**src/rtl/ppm_defs.vh**
```
`ifndef PPM_DEFS_VH
`define PPM_DEFS_VH
// ---------------------------------------------------------------------------
// register offsets (byte addresses)
// ---------------------------------------------------------------------------
`define PPM_OFF_DIR      8'h00
`define PPM_OFF_OUT      8'h04
`define PPM_OFF_PIN      8'h08
`define PPM_OFF_CTRL     8'h0C
`define PPM_OFF_ALT      8'h10
`define PPM_OFF_ISTAT    8'h14
`define PPM_OFF_IMASK    8'h18
// ---------------------------------------------------------------------------
// field positions
// ---------------------------------------------------------------------------
`define PPM_CTRL_PUD     0
`define PPM_CTRL_SLEEP   1
`define PPM_CTRL_EXTEN   2
`define PPM_ALT_SPE      0
`define PPM_ALT_MSTR     1
`define PPM_ALT_PCIE     2
`define PPM_IST_EXTFLAG  0
`define PPM_IST_PCHG     1
// ---------------------------------------------------------------------------
// reset values, response codes and external interrupt pin
// ---------------------------------------------------------------------------
`define PPM_RST_BYTE     8'h00
`define PPM_RST_CTRL     3'h0
`define PPM_RESP_OKAY    2'b00
`define PPM_RESP_SLVERR  2'b10
`define PPM_EXT_PIN      3'd1
`endif

```
**src/rtl/ppm_pin_cell.v**
```verilog
`timescale 1ns/10ps
`default_nettype none
// one pin: override mux, input enable, clamp
module ppm_pin_cell
(
  input  wire rstn,
  input  wire pinDirectionBit,
  input  wire pinOutputBit,
  input  wire globalPullupDisable,
  input  wire sleepClamp,
  input  wire pullupOverrideEn,
  input  wire pullupOverrideVal,
  input  wire dirOverrideEn,
  input  wire dirOverrideVal,
  input  wire valueOverrideEn,
  input  wire valueOverrideVal,
  input  wire inputEnOverrideEn,
  input  wire inputEnOverrideVal,
  input  wire extIntEn,
  input  wire padIn,
  output wire padOut,
  output wire padOe,
  output wire pullupOn,
  output wire altDigitalInput
);
  wire drvEn;
  wire inEn;
  assign drvEn = dirOverrideEn ? dirOverrideVal : pinDirectionBit;
  // reset forces tri-state without a clock
  assign padOe = rstn & drvEn;
  assign padOut = valueOverrideEn ? valueOverrideVal : pinOutputBit;
  assign pullupOn = rstn & (pullupOverrideEn ? pullupOverrideVal :
    ({pinDirectionBit, pinOutputBit, globalPullupDisable} == 3'b010));
  assign inEn = inputEnOverrideEn ? inputEnOverrideVal :
    (~sleepClamp | extIntEn);
  // clamp ahead of the trigger, taken before the port synchroniser
  assign altDigitalInput = padIn & inEn;
endmodule
`default_nettype wire

```
**src/rtl/ppm_pin_sync.v**
```verilog
`timescale 1ns/10ps
`default_nettype none
// three-stage input sync, change accepted when stages two and three agree
module ppm_pin_sync
(
  input  wire sys_clk,
  input  wire rstn,
  input  wire din,
  output reg  dout
);
  reg s1_r;
  reg s2_r;
  reg s3_r;
  always @(posedge sys_clk or negedge rstn)
  begin
    if (!rstn)
    begin
      s1_r <= 1'b0;
      s2_r <= 1'b0;
      s3_r <= 1'b0;
      dout <= 1'b0;
    end
    else
    begin
      s1_r <= din;
      s2_r <= s1_r;
      s3_r <= s2_r;
      if (s2_r == s3_r)
        dout <= s3_r;
    end
  end
endmodule
`default_nettype wire

```
**src/rtl/ppm_port_mux.v**
```verilog
// Decided for this implementation: the address map and the AXI4-Lite interface to the registers.
`timescale 1ns/10ps
`default_nettype none
// ---------------------------------------------------------------------------
// Summary of operation
// - clamp digital inputs in deep sleep modes
// - enabled external interrupt pins escape clamp
// - clamp edge sets interrupt flag on wake
// - pull-ups off during reset
// - pull-up override else 010 pattern
// - direction override drives output enable
// - value override selects driven level
// - toggle override inverts output bit
// - input enable override beats sleep state
// - alt input after trigger, before sync
// - strobes per port, clamp/pud global
// - overrides come from owning peripherals
// - port b alternate function map
// - direction one drives, zero inputs/pull-up
// - writing input bit toggles output bit
// - tri-state immediately on reset
// - latch then register on input read
// ---------------------------------------------------------------------------
`include "ppm_defs.vh"
module ppm_port_mux
(
  input  wire        sys_clk,
  input  wire        rstn,
  input  wire [7:0]  s_axi_awaddr,
  input  wire        s_axi_awvalid,
  output wire        s_axi_awready,
  input  wire [31:0] s_axi_wdata,
  input  wire [3:0]  s_axi_wstrb,
  input  wire        s_axi_wvalid,
  output wire        s_axi_wready,
  output reg  [1:0]  s_axi_bresp,
  output reg         s_axi_bvalid,
  input  wire        s_axi_bready,
  input  wire [7:0]  s_axi_araddr,
  input  wire        s_axi_arvalid,
  output wire        s_axi_arready,
  output reg  [31:0] s_axi_rdata,
  output reg  [1:0]  s_axi_rresp,
  output reg         s_axi_rvalid,
  input  wire        s_axi_rready,
  input  wire [7:0]  padIn,
  output wire [7:0]  padOut,
  output wire [7:0]  padOe,
  output wire [7:0]  pullupOn,
  input  wire        timer2CompareAOut,
  input  wire        timer2CompareAEn,
  input  wire        timer1CompareBOut,
  input  wire        timer1CompareBEn,
  input  wire        timer1CompareAOut,
  input  wire        timer1CompareAEn,
  input  wire        timer0CompareAOut,
  input  wire        timer0CompareAEn,
  input  wire        spiSlaveOut,
  input  wire        spiMasterOut,
  input  wire        spiSckOut,
  input  wire [7:0]  toggleOverrideEn,
  output wire [7:0]  altDigitalInput,
  output wire [7:0]  pinChangeSrc,
  output wire        spiMasterIn,
  output wire        spiSlaveIn,
  output wire        spiSckIn,
  output wire        spiSelectIn,
  output wire        irq
);
  reg  [7:0]  dir_r;
  reg  [7:0]  out_r;
  reg  [7:0]  out_nxt;
  reg  [2:0]  ctrl_r;
  reg  [2:0]  alt_r;
  reg  [1:0]  istat_r;
  reg  [1:0]  imask_r;
  reg  [7:0]  latch_r;
  reg  [7:0]  pin_r;
  reg  [7:0]  altPrev_r;
  reg         extPend_r;
  reg         sleepPrev_r;
  reg         awHeld_r;
  reg         wHeld_r;
  reg  [7:0]  awAddr_r;
  reg  [31:0] wData_r;
  reg  [3:0]  wStrb_r;
  wire [7:0]  syncIn;
  wire [7:0]  inSync;
  wire        gPud;
  wire        sleepClamp;
  wire        extEn;
  wire        spiMaster;
  wire [7:0]  pullup_override_en;
  wire [7:0]  pullup_override_val;
  wire [7:0]  dir_override_en;
  wire [7:0]  value_override_en;
  wire [7:0]  value_override_val;
  wire [7:0]  input_en_override_en;
  wire [7:0]  extEnVec;
  wire        doWrite;
  wire        wrHit;
  wire [7:0]  wByte;
  wire        pinToggleWr;
  wire [1:0]  evSet;
  wire        extWake;
  genvar      gi;

  // global controls shared by every port
  assign gPud       = ctrl_r[`PPM_CTRL_PUD];
  assign sleepClamp = ctrl_r[`PPM_CTRL_SLEEP];
  assign extEn      = ctrl_r[`PPM_CTRL_EXTEN];
  assign spiMaster  = alt_r[`PPM_ALT_SPE] & alt_r[`PPM_ALT_MSTR];

  // ---------------------------------------------------------------------------
  // per-pin override terms, as the owning peripherals present them
  // ---------------------------------------------------------------------------
  assign pullup_override_en  = {4'h0, {4{spiMaster}}};
  assign pullup_override_val  = {4'h0, out_r[3:0] & {4{gPud}}};
  assign dir_override_en  = {4'h0, {4{spiMaster}}};
  assign value_override_en  = {timer2CompareAEn, timer1CompareBEn, timer1CompareAEn,
                  timer0CompareAEn, {3{spiMaster}}, 1'b0};
  assign value_override_val  = {timer2CompareAOut, timer1CompareBOut, timer1CompareAOut,
                  timer0CompareAOut, spiSlaveOut, spiMasterOut, spiSckOut,
                  1'b0};
  assign input_en_override_en = {8{alt_r[`PPM_ALT_PCIE]}};
  assign extEnVec = {8{extEn}} & (8'h01 << `PPM_EXT_PIN);

  generate
    for (gi = 0; gi < 8; gi = gi + 1)
    begin : g_pin
      ppm_pin_cell u_cell
      (
        .rstn               (rstn),
        .pinDirectionBit    (dir_r[gi]),
        .pinOutputBit       (out_r[gi]),
        .globalPullupDisable(gPud),
        .sleepClamp         (sleepClamp),
        .pullupOverrideEn   (pullup_override_en[gi]),
        .pullupOverrideVal  (pullup_override_val[gi]),
        .dirOverrideEn      (dir_override_en[gi]),
        .dirOverrideVal     (1'b0),
        .valueOverrideEn    (value_override_en[gi]),
        .valueOverrideVal   (value_override_val[gi]),
        .inputEnOverrideEn  (input_en_override_en[gi]),
        .inputEnOverrideVal (1'b1),
        .extIntEn           (extEnVec[gi]),
        .padIn              (padIn[gi]),
        .padOut             (padOut[gi]),
        .padOe              (padOe[gi]),
        .pullupOn           (pullupOn[gi]),
        .altDigitalInput    (syncIn[gi])
      );
      // events only: readable bits and peripherals keep the raw path
      ppm_pin_sync u_sync
      (
        .sys_clk (sys_clk),
        .rstn    (rstn),
        .din     (syncIn[gi]),
        .dout    (inSync[gi])
      );
    end
  endgenerate

  // raw, unsynchronised: receivers sync themselves unless used as clock
  assign altDigitalInput = syncIn;
  assign pinChangeSrc    = syncIn;
  assign spiMasterIn     = syncIn[3];
  assign spiSlaveIn      = syncIn[2];
  assign spiSckIn        = syncIn[1];
  assign spiSelectIn     = syncIn[0];

  // ---------------------------------------------------------------------------
  // readable pin bits: negative-edge capture stands in for the clock-high latch
  // ---------------------------------------------------------------------------
  always @(negedge sys_clk or negedge rstn)
  begin
    if (!rstn)
      latch_r <= `PPM_RST_BYTE;
    else
      latch_r <= syncIn;
  end

  always @(posedge sys_clk or negedge rstn)
  begin
    if (!rstn)
      pin_r <= `PPM_RST_BYTE;
    else
      pin_r <= latch_r;
  end

  // ---------------------------------------------------------------------------
  // axi4-lite write path
  // ---------------------------------------------------------------------------
  assign s_axi_awready = ~awHeld_r & ~s_axi_bvalid;
  assign s_axi_wready  = ~wHeld_r & ~s_axi_bvalid;
  assign doWrite  = awHeld_r & wHeld_r & ~s_axi_bvalid;
  assign wByte    = wData_r[7:0];
  assign wrHit    = doWrite & wStrb_r[0];
  assign pinToggleWr = wrHit & (awAddr_r == `PPM_OFF_PIN);

  always @*
  begin
    out_nxt = out_r;
    if (wrHit && awAddr_r == `PPM_OFF_OUT)
      out_nxt = wByte;
    if (pinToggleWr)
      out_nxt = out_nxt ^ wByte;
    out_nxt = out_nxt ^ toggleOverrideEn;
  end

  always @(posedge sys_clk or negedge rstn)
  begin
    if (!rstn)
    begin
      awHeld_r     <= 1'b0;
      wHeld_r      <= 1'b0;
      awAddr_r     <= 8'h00;
      wData_r      <= 32'h0000_0000;
      wStrb_r      <= 4'h0;
      s_axi_bvalid <= 1'b0;
      s_axi_bresp  <= `PPM_RESP_OKAY;
      dir_r        <= `PPM_RST_BYTE;
      out_r        <= `PPM_RST_BYTE;
      ctrl_r       <= `PPM_RST_CTRL;
      alt_r        <= `PPM_RST_CTRL;
      imask_r      <= 2'b00;
    end
    else
    begin
      if (s_axi_awvalid && s_axi_awready)
      begin
        awHeld_r <= 1'b1;
        awAddr_r <= s_axi_awaddr;
      end
      if (s_axi_wvalid && s_axi_wready)
      begin
        wHeld_r <= 1'b1;
        wData_r <= s_axi_wdata;
        wStrb_r <= s_axi_wstrb;
      end
      out_r <= out_nxt;
      if (doWrite)
      begin
        awHeld_r     <= 1'b0;
        wHeld_r      <= 1'b0;
        s_axi_bvalid <= 1'b1;
        s_axi_bresp  <= `PPM_RESP_OKAY;
        case ({awAddr_r[7:2], 2'b00})
          `PPM_OFF_DIR:   if (wStrb_r[0]) dir_r <= wByte;
          `PPM_OFF_OUT:   ;
          `PPM_OFF_PIN:   ;
          `PPM_OFF_CTRL:  if (wStrb_r[0]) ctrl_r <= wByte[2:0];
          `PPM_OFF_ALT:   if (wStrb_r[0]) alt_r <= wByte[2:0];
          `PPM_OFF_ISTAT: ;
          `PPM_OFF_IMASK: if (wStrb_r[0]) imask_r <= wByte[1:0];
          default:        s_axi_bresp <= `PPM_RESP_SLVERR;
        endcase
      end
      else if (s_axi_bvalid && s_axi_bready)
        s_axi_bvalid <= 1'b0;
    end
  end

  // ---------------------------------------------------------------------------
  // events: clamp-made edge on the interrupt pin, pin change
  // ---------------------------------------------------------------------------
  // a high pin with its interrupt off falls under the clamp; wake restores it
  assign extWake = sleepPrev_r & ~sleepClamp & extPend_r;
  assign evSet   = {(|(inSync ^ altPrev_r)) & alt_r[`PPM_ALT_PCIE], extWake};

  always @(posedge sys_clk or negedge rstn)
  begin
    if (!rstn)
    begin
      sleepPrev_r <= 1'b0;
      extPend_r   <= 1'b0;
      altPrev_r   <= `PPM_RST_BYTE;
      istat_r     <= 2'b00;
    end
    else
    begin
      sleepPrev_r <= sleepClamp;
      altPrev_r   <= inSync;
      // synced copy lags the clamp, so it still shows the pre-sleep level
      if (sleepClamp && !sleepPrev_r)
        extPend_r <= ~extEn & inSync[`PPM_EXT_PIN];
      else if (!sleepClamp)
        extPend_r <= 1'b0;
      // set wins over a same-cycle clear
      if (wrHit && awAddr_r == `PPM_OFF_ISTAT)
        istat_r <= (istat_r & ~wByte[1:0]) | evSet;
      else
        istat_r <= istat_r | evSet;
    end
  end

  assign irq = |(istat_r & imask_r);

  // ---------------------------------------------------------------------------
  // axi4-lite read path
  // ---------------------------------------------------------------------------
  assign s_axi_arready = ~s_axi_rvalid;

  always @(posedge sys_clk or negedge rstn)
  begin
    if (!rstn)
    begin
      s_axi_rvalid <= 1'b0;
      s_axi_rdata  <= 32'h0000_0000;
      s_axi_rresp  <= `PPM_RESP_OKAY;
    end
    else if (s_axi_arvalid && s_axi_arready)
    begin
      s_axi_rvalid <= 1'b1;
      s_axi_rresp  <= `PPM_RESP_OKAY;
      case ({s_axi_araddr[7:2], 2'b00})
        `PPM_OFF_DIR:   s_axi_rdata <= {24'h00_0000, dir_r};
        `PPM_OFF_OUT:   s_axi_rdata <= {24'h00_0000, out_r};
        `PPM_OFF_PIN:   s_axi_rdata <= {24'h00_0000, pin_r};
        `PPM_OFF_CTRL:  s_axi_rdata <= {29'h0000_0000, ctrl_r};
        `PPM_OFF_ALT:   s_axi_rdata <= {29'h0000_0000, alt_r};
        `PPM_OFF_ISTAT: s_axi_rdata <= {30'h0000_0000, istat_r};
        `PPM_OFF_IMASK: s_axi_rdata <= {30'h0000_0000, imask_r};
        default:
        begin
          s_axi_rdata <= 32'h0000_0000;
          s_axi_rresp <= `PPM_RESP_SLVERR;
        end
      endcase
    end
    else if (s_axi_rvalid && s_axi_rready)
      s_axi_rvalid <= 1'b0;
  end
endmodule
`default_nettype wire

```
**config.mk**
```make
export PLATFORM = sky130hd
export DESIGN_NAME = ppm_port_mux
export DESIGN_NICKNAME = d
export VERILOG_FILES = /design/src/rtl/ppm_pin_cell.v /design/src/rtl/ppm_pin_sync.v /design/src/rtl/ppm_port_mux.v
export VERILOG_INCLUDE_DIRS = /design/src /design/src/rtl
export SDC_FILE = /design/constraint.sdc
export NUM_CORES = 1
export LEC_CHECK = 0
export BUFFER_PORTS_ARGS = -buffer_cell sky130_fd_sc_hd__buf_2
export CORE_UTILIZATION = 49
export DETAILED_ROUTE_END_ITERATION = 7
export GPL_TIMING_DRIVEN = 0
export PLACE_DENSITY = 0.77
export SETUP_SLACK_MARGIN = 0.1
export SLEW_MARGIN = 0
export SYNTH_ARGS = -nofsm -noshare
export SYNTH_HDL_FRONTEND = slang
export SYNTH_SLANG_ARGS = --single-unit
```
**constraint.sdc**
```tcl
create_clock -name sys_clk -period 3.8 [get_ports sys_clk]
set_input_delay 0.57 -clock sys_clk [delete_from_list [all_inputs] [get_ports sys_clk]]
set_output_delay 0.57 -clock sys_clk [all_outputs]
set_load 0.03 [all_outputs]
```
==> results by group <==
Outcome
  • Run status: finished, final reports clean

Route
  • Post-route ant nets: 0
  • Post-DR vias/cell: 4.91
  • DR WL met3: 590 um
  • # DRC: 0
  • Vias: 3,562
  • Wire length on met2: 5610 um
  • Post-Route WL: 11,100 um
  • WL/cell: 15.3 um
  • Metal-1 WL: 4810 um
  • DR top layer: met4
  • Drt pass-1 iters: 4
  • DRT iter0 DRCs: 126

Synthesis
  • Synth area leader: dfrtp_1
  • Yosys top cell area share: 51.6%
  • Ys flop type: dfrtp_1
  • Synth async-reset ratio: 100%
  • Synth Register Bits: 115
  • Top post-synthesis cells by area: dfrtp_1, buf_4, mux2_2, dfrtn_1, mux2i_1
  • Top post-synthesis cells by count: dfrtp_1, buf_4, mux2_2
  • Most frequent cell after synthesis: dfrtp_1
  • Share of the yosys chip area belonging to registers: 55.4%
  • EDFF count, synth: 0
  • Synth Area per Inst: 12.4 um^2
  • Ys Warns: 0
  • Gate Count Post-Synth: 417
  • Post-synthesis cell type count: 45
  • Cell area after synthesis: 5190 um^2

Worst setup path
  • Critical Path Fanout Max: 8
  • Arr. time, crit path: 1560 ps
  • Startpoint types: register
  • Worst Setup End Kind: register
  • Required time worst endpoint: 2150 ps
  • R2r setup slk: 590 ps
  • Cells on worst reg2reg path: 2
  • Crit path kind: register to register

Place
  • IO buf count: 115
  • Dpl ws: 610 ps
  • Final GP Congestion: 0.827
  • HPWL after DPL: 7860 um

CTS
  • Post-CTS Resized: 0
  • Later-pin clock latency in the skew report: 500 ps
  • Clock transition at path regs: 60 ps
  • CTS Hold Bufs: 0
  • Sink Count: 115
  • Number of CTS-inserted buffers: 17
  • Bufs on Longest Clock Path: 2
  • Postcts setup bufs: 0
  • TritonCTS clock tree: built
  • CTS root buf: clkbuf_8
  • H-tree depth: 4

Timing
  • Final setup TNS: 0 ps
  • Final setup fails: 0
  • Final WS setup: 589 ps
  • Worst-Margin Slew: 994 ps
  • Worst hold margin: 65.3 ps
  • Max-slew violation count: 0
  • Final Hold Fails: 0
  • Unrepaired setup endpoints after global routing: no
  • Setup Skew: 68.8 ps
  • Slew HR: 33.2%

Power
  • Comb pwr share: 31.3%
  • Clk pwr share: 30.1%
  • Reg power frac: 38.5%
  • Int Power: 0.00332 W
  • VDD IR max: 0.377 mV
  • Switching pwr: 0.00185 W
  • LEAKAGE: 3.29 nW
  • Sw Share: 35.8%
  • Power Density: 778 nW/um^2

Final layout
  • Post-route core utilization: 64.7%
  • Fill cells: 807
  • Final net count: 663
  • P&R area growth vs syn: 28.0%
  • Layout cells sized above 1: 47.3%
  • Antenna Cells: 0

Global routing
  • Initial antenna violation count: 0
  • Vias in the first global route: 3,654
  • Total global routing overflow: 0
  • All-layer global routing usage: 21.8%
  • Pin count of the biggest net entering global routing: 76
  • First-pass GRT wire length: 18,500 um

Floorplan
  • Core Rows: 37
  • Die H: 105 um
  • Initial Utilization: 50.5%
  • Core ar.: 10,300 um^2
  • Die W: 105 um
  • Die ar.: 11,000 um^2
  • # IOs: 172

Worst hold path
  • HP Class: primary input to async pin

Flow run
  • Max Cap Viol: 0
worst max-delay path, cell delays in order, from the launching register on:
cell	delay, ps
dfrtp_1	430
nand2b_1	320
o21a_1	320
registers in the layout (all words and copies together), names as in the netlist, 2 cells and up:
| name | cells |
|---|---|
| s_axi_rdata | 8 |
| g_pin.u_sync.s1_r | 8 |
| awAddr_r | 8 |
| altPrev_r | 8 |
| g_pin.u_sync.s3_r | 8 |
| pin_r | 8 |
| ctrl_r | 3 |
| imask_r | 2 |
| alt_r | 3 |
| g_pin.u_sync.dout | 8 |
| istat_r | 2 |
| out_r | 8 |
| wData_r | 8 |
| dir_r | 8 |
| g_pin.u_sync.s2_r | 8 |
| latch_r | 8 |
area by class of cell:
cell class / count / area [um^2] / share of cell area, %
plain buffers: 77 / 549 / 8.27
flip-flops and latches: 115 / 2880 / 43.3
multi-input cells: 247 / 1850 / 27.8
well taps: 136 / 170 / 2.56
repair buffers: 116 / 606 / 9.11
clock inverters: 15 / 170 / 2.56
clock buffers: 17 / 414 / 6.23
inverters: 3 / 11.3 / 0.169
path summary, 6_finish.rpt:
check                                             to            startpoint
min in group sys_clk                    s_axi_rvalid          s_axi_rready
worst min register to register  g_pin[2].u_sync.s2_r  g_pin[2].u_sync.s1_r
worst max-delay path                      latch_r[1]              alt_r[2]
worst max register to register            latch_r[1]              alt_r[2]
max in group asynchronous                 latch_r[1]                  rstn
worst min-delay path            g_pin[2].u_sync.s2_r                  rstn
cell usage in the layout, fill, tap and decap left out, types with 6 or more instances in the layout:
master,count
buf_2,117
dfrtp_1,107
buf_4,67
mux2_2,41
conb_1,26
nand2_1,19
mux2i_1,16
o21ai_0,16
clkbuf_16,16
xor2_1,12
and2_1,12
a21oi_1,11
nor2_1,9
a22o_1,9
or2_2,8
and3_1,8
maj3_1,8
dfrtn_1,8
clkbuf_1,6
through the flow:
stage	cells	total power, W	instance area (um^2)
floorplan	442	0.00314	5290
global placement	693	0.00354	6030
detailed placement	694	0.00362	6060
CTS	726	0.00520	6650
global route	726	0.00543	6650
finish	726	0.00517	6650
layer usage:
metal	up-vias	GRT usage (%)
met5	-	0
met4	0	7.14
met3	10	5.12
met2	122	36.1
met1	1744	28.4
li1	1686	-
cells by family after synthesis:
logic type / Yosys count / synth area share (%)
simple gates: 85 / 9.66
mux: 59 / 12.8
fa+ha+maj: 8 / 1.54
compound gates: 52 / 6.77
flops: 115 / 55.4
buf+inv: 80 / 10.8
xor+xnor: 17 / 2.87
other cells: 1 / 0.0722
power by group through the flow:
| stage | Sequential, W | Clock [W] | Combinational (W) |
|---|---|---|---|
| after floorplan | 0.00190 | 0 | 0.00124 |
| after global placement | 0.00198 | 0 | 0.00156 |
| after detailed placement | 0.00200 | 0 | 0.00162 |
| after CTS | 0.00199 | 0.00157 | 0.00163 |
| after global routing | 0.00204 | 0.00164 | 0.00174 |
| final | 0.00199 | 0.00156 | 0.00162 |
No activity file was read; power rests on OpenSTA's default activity.
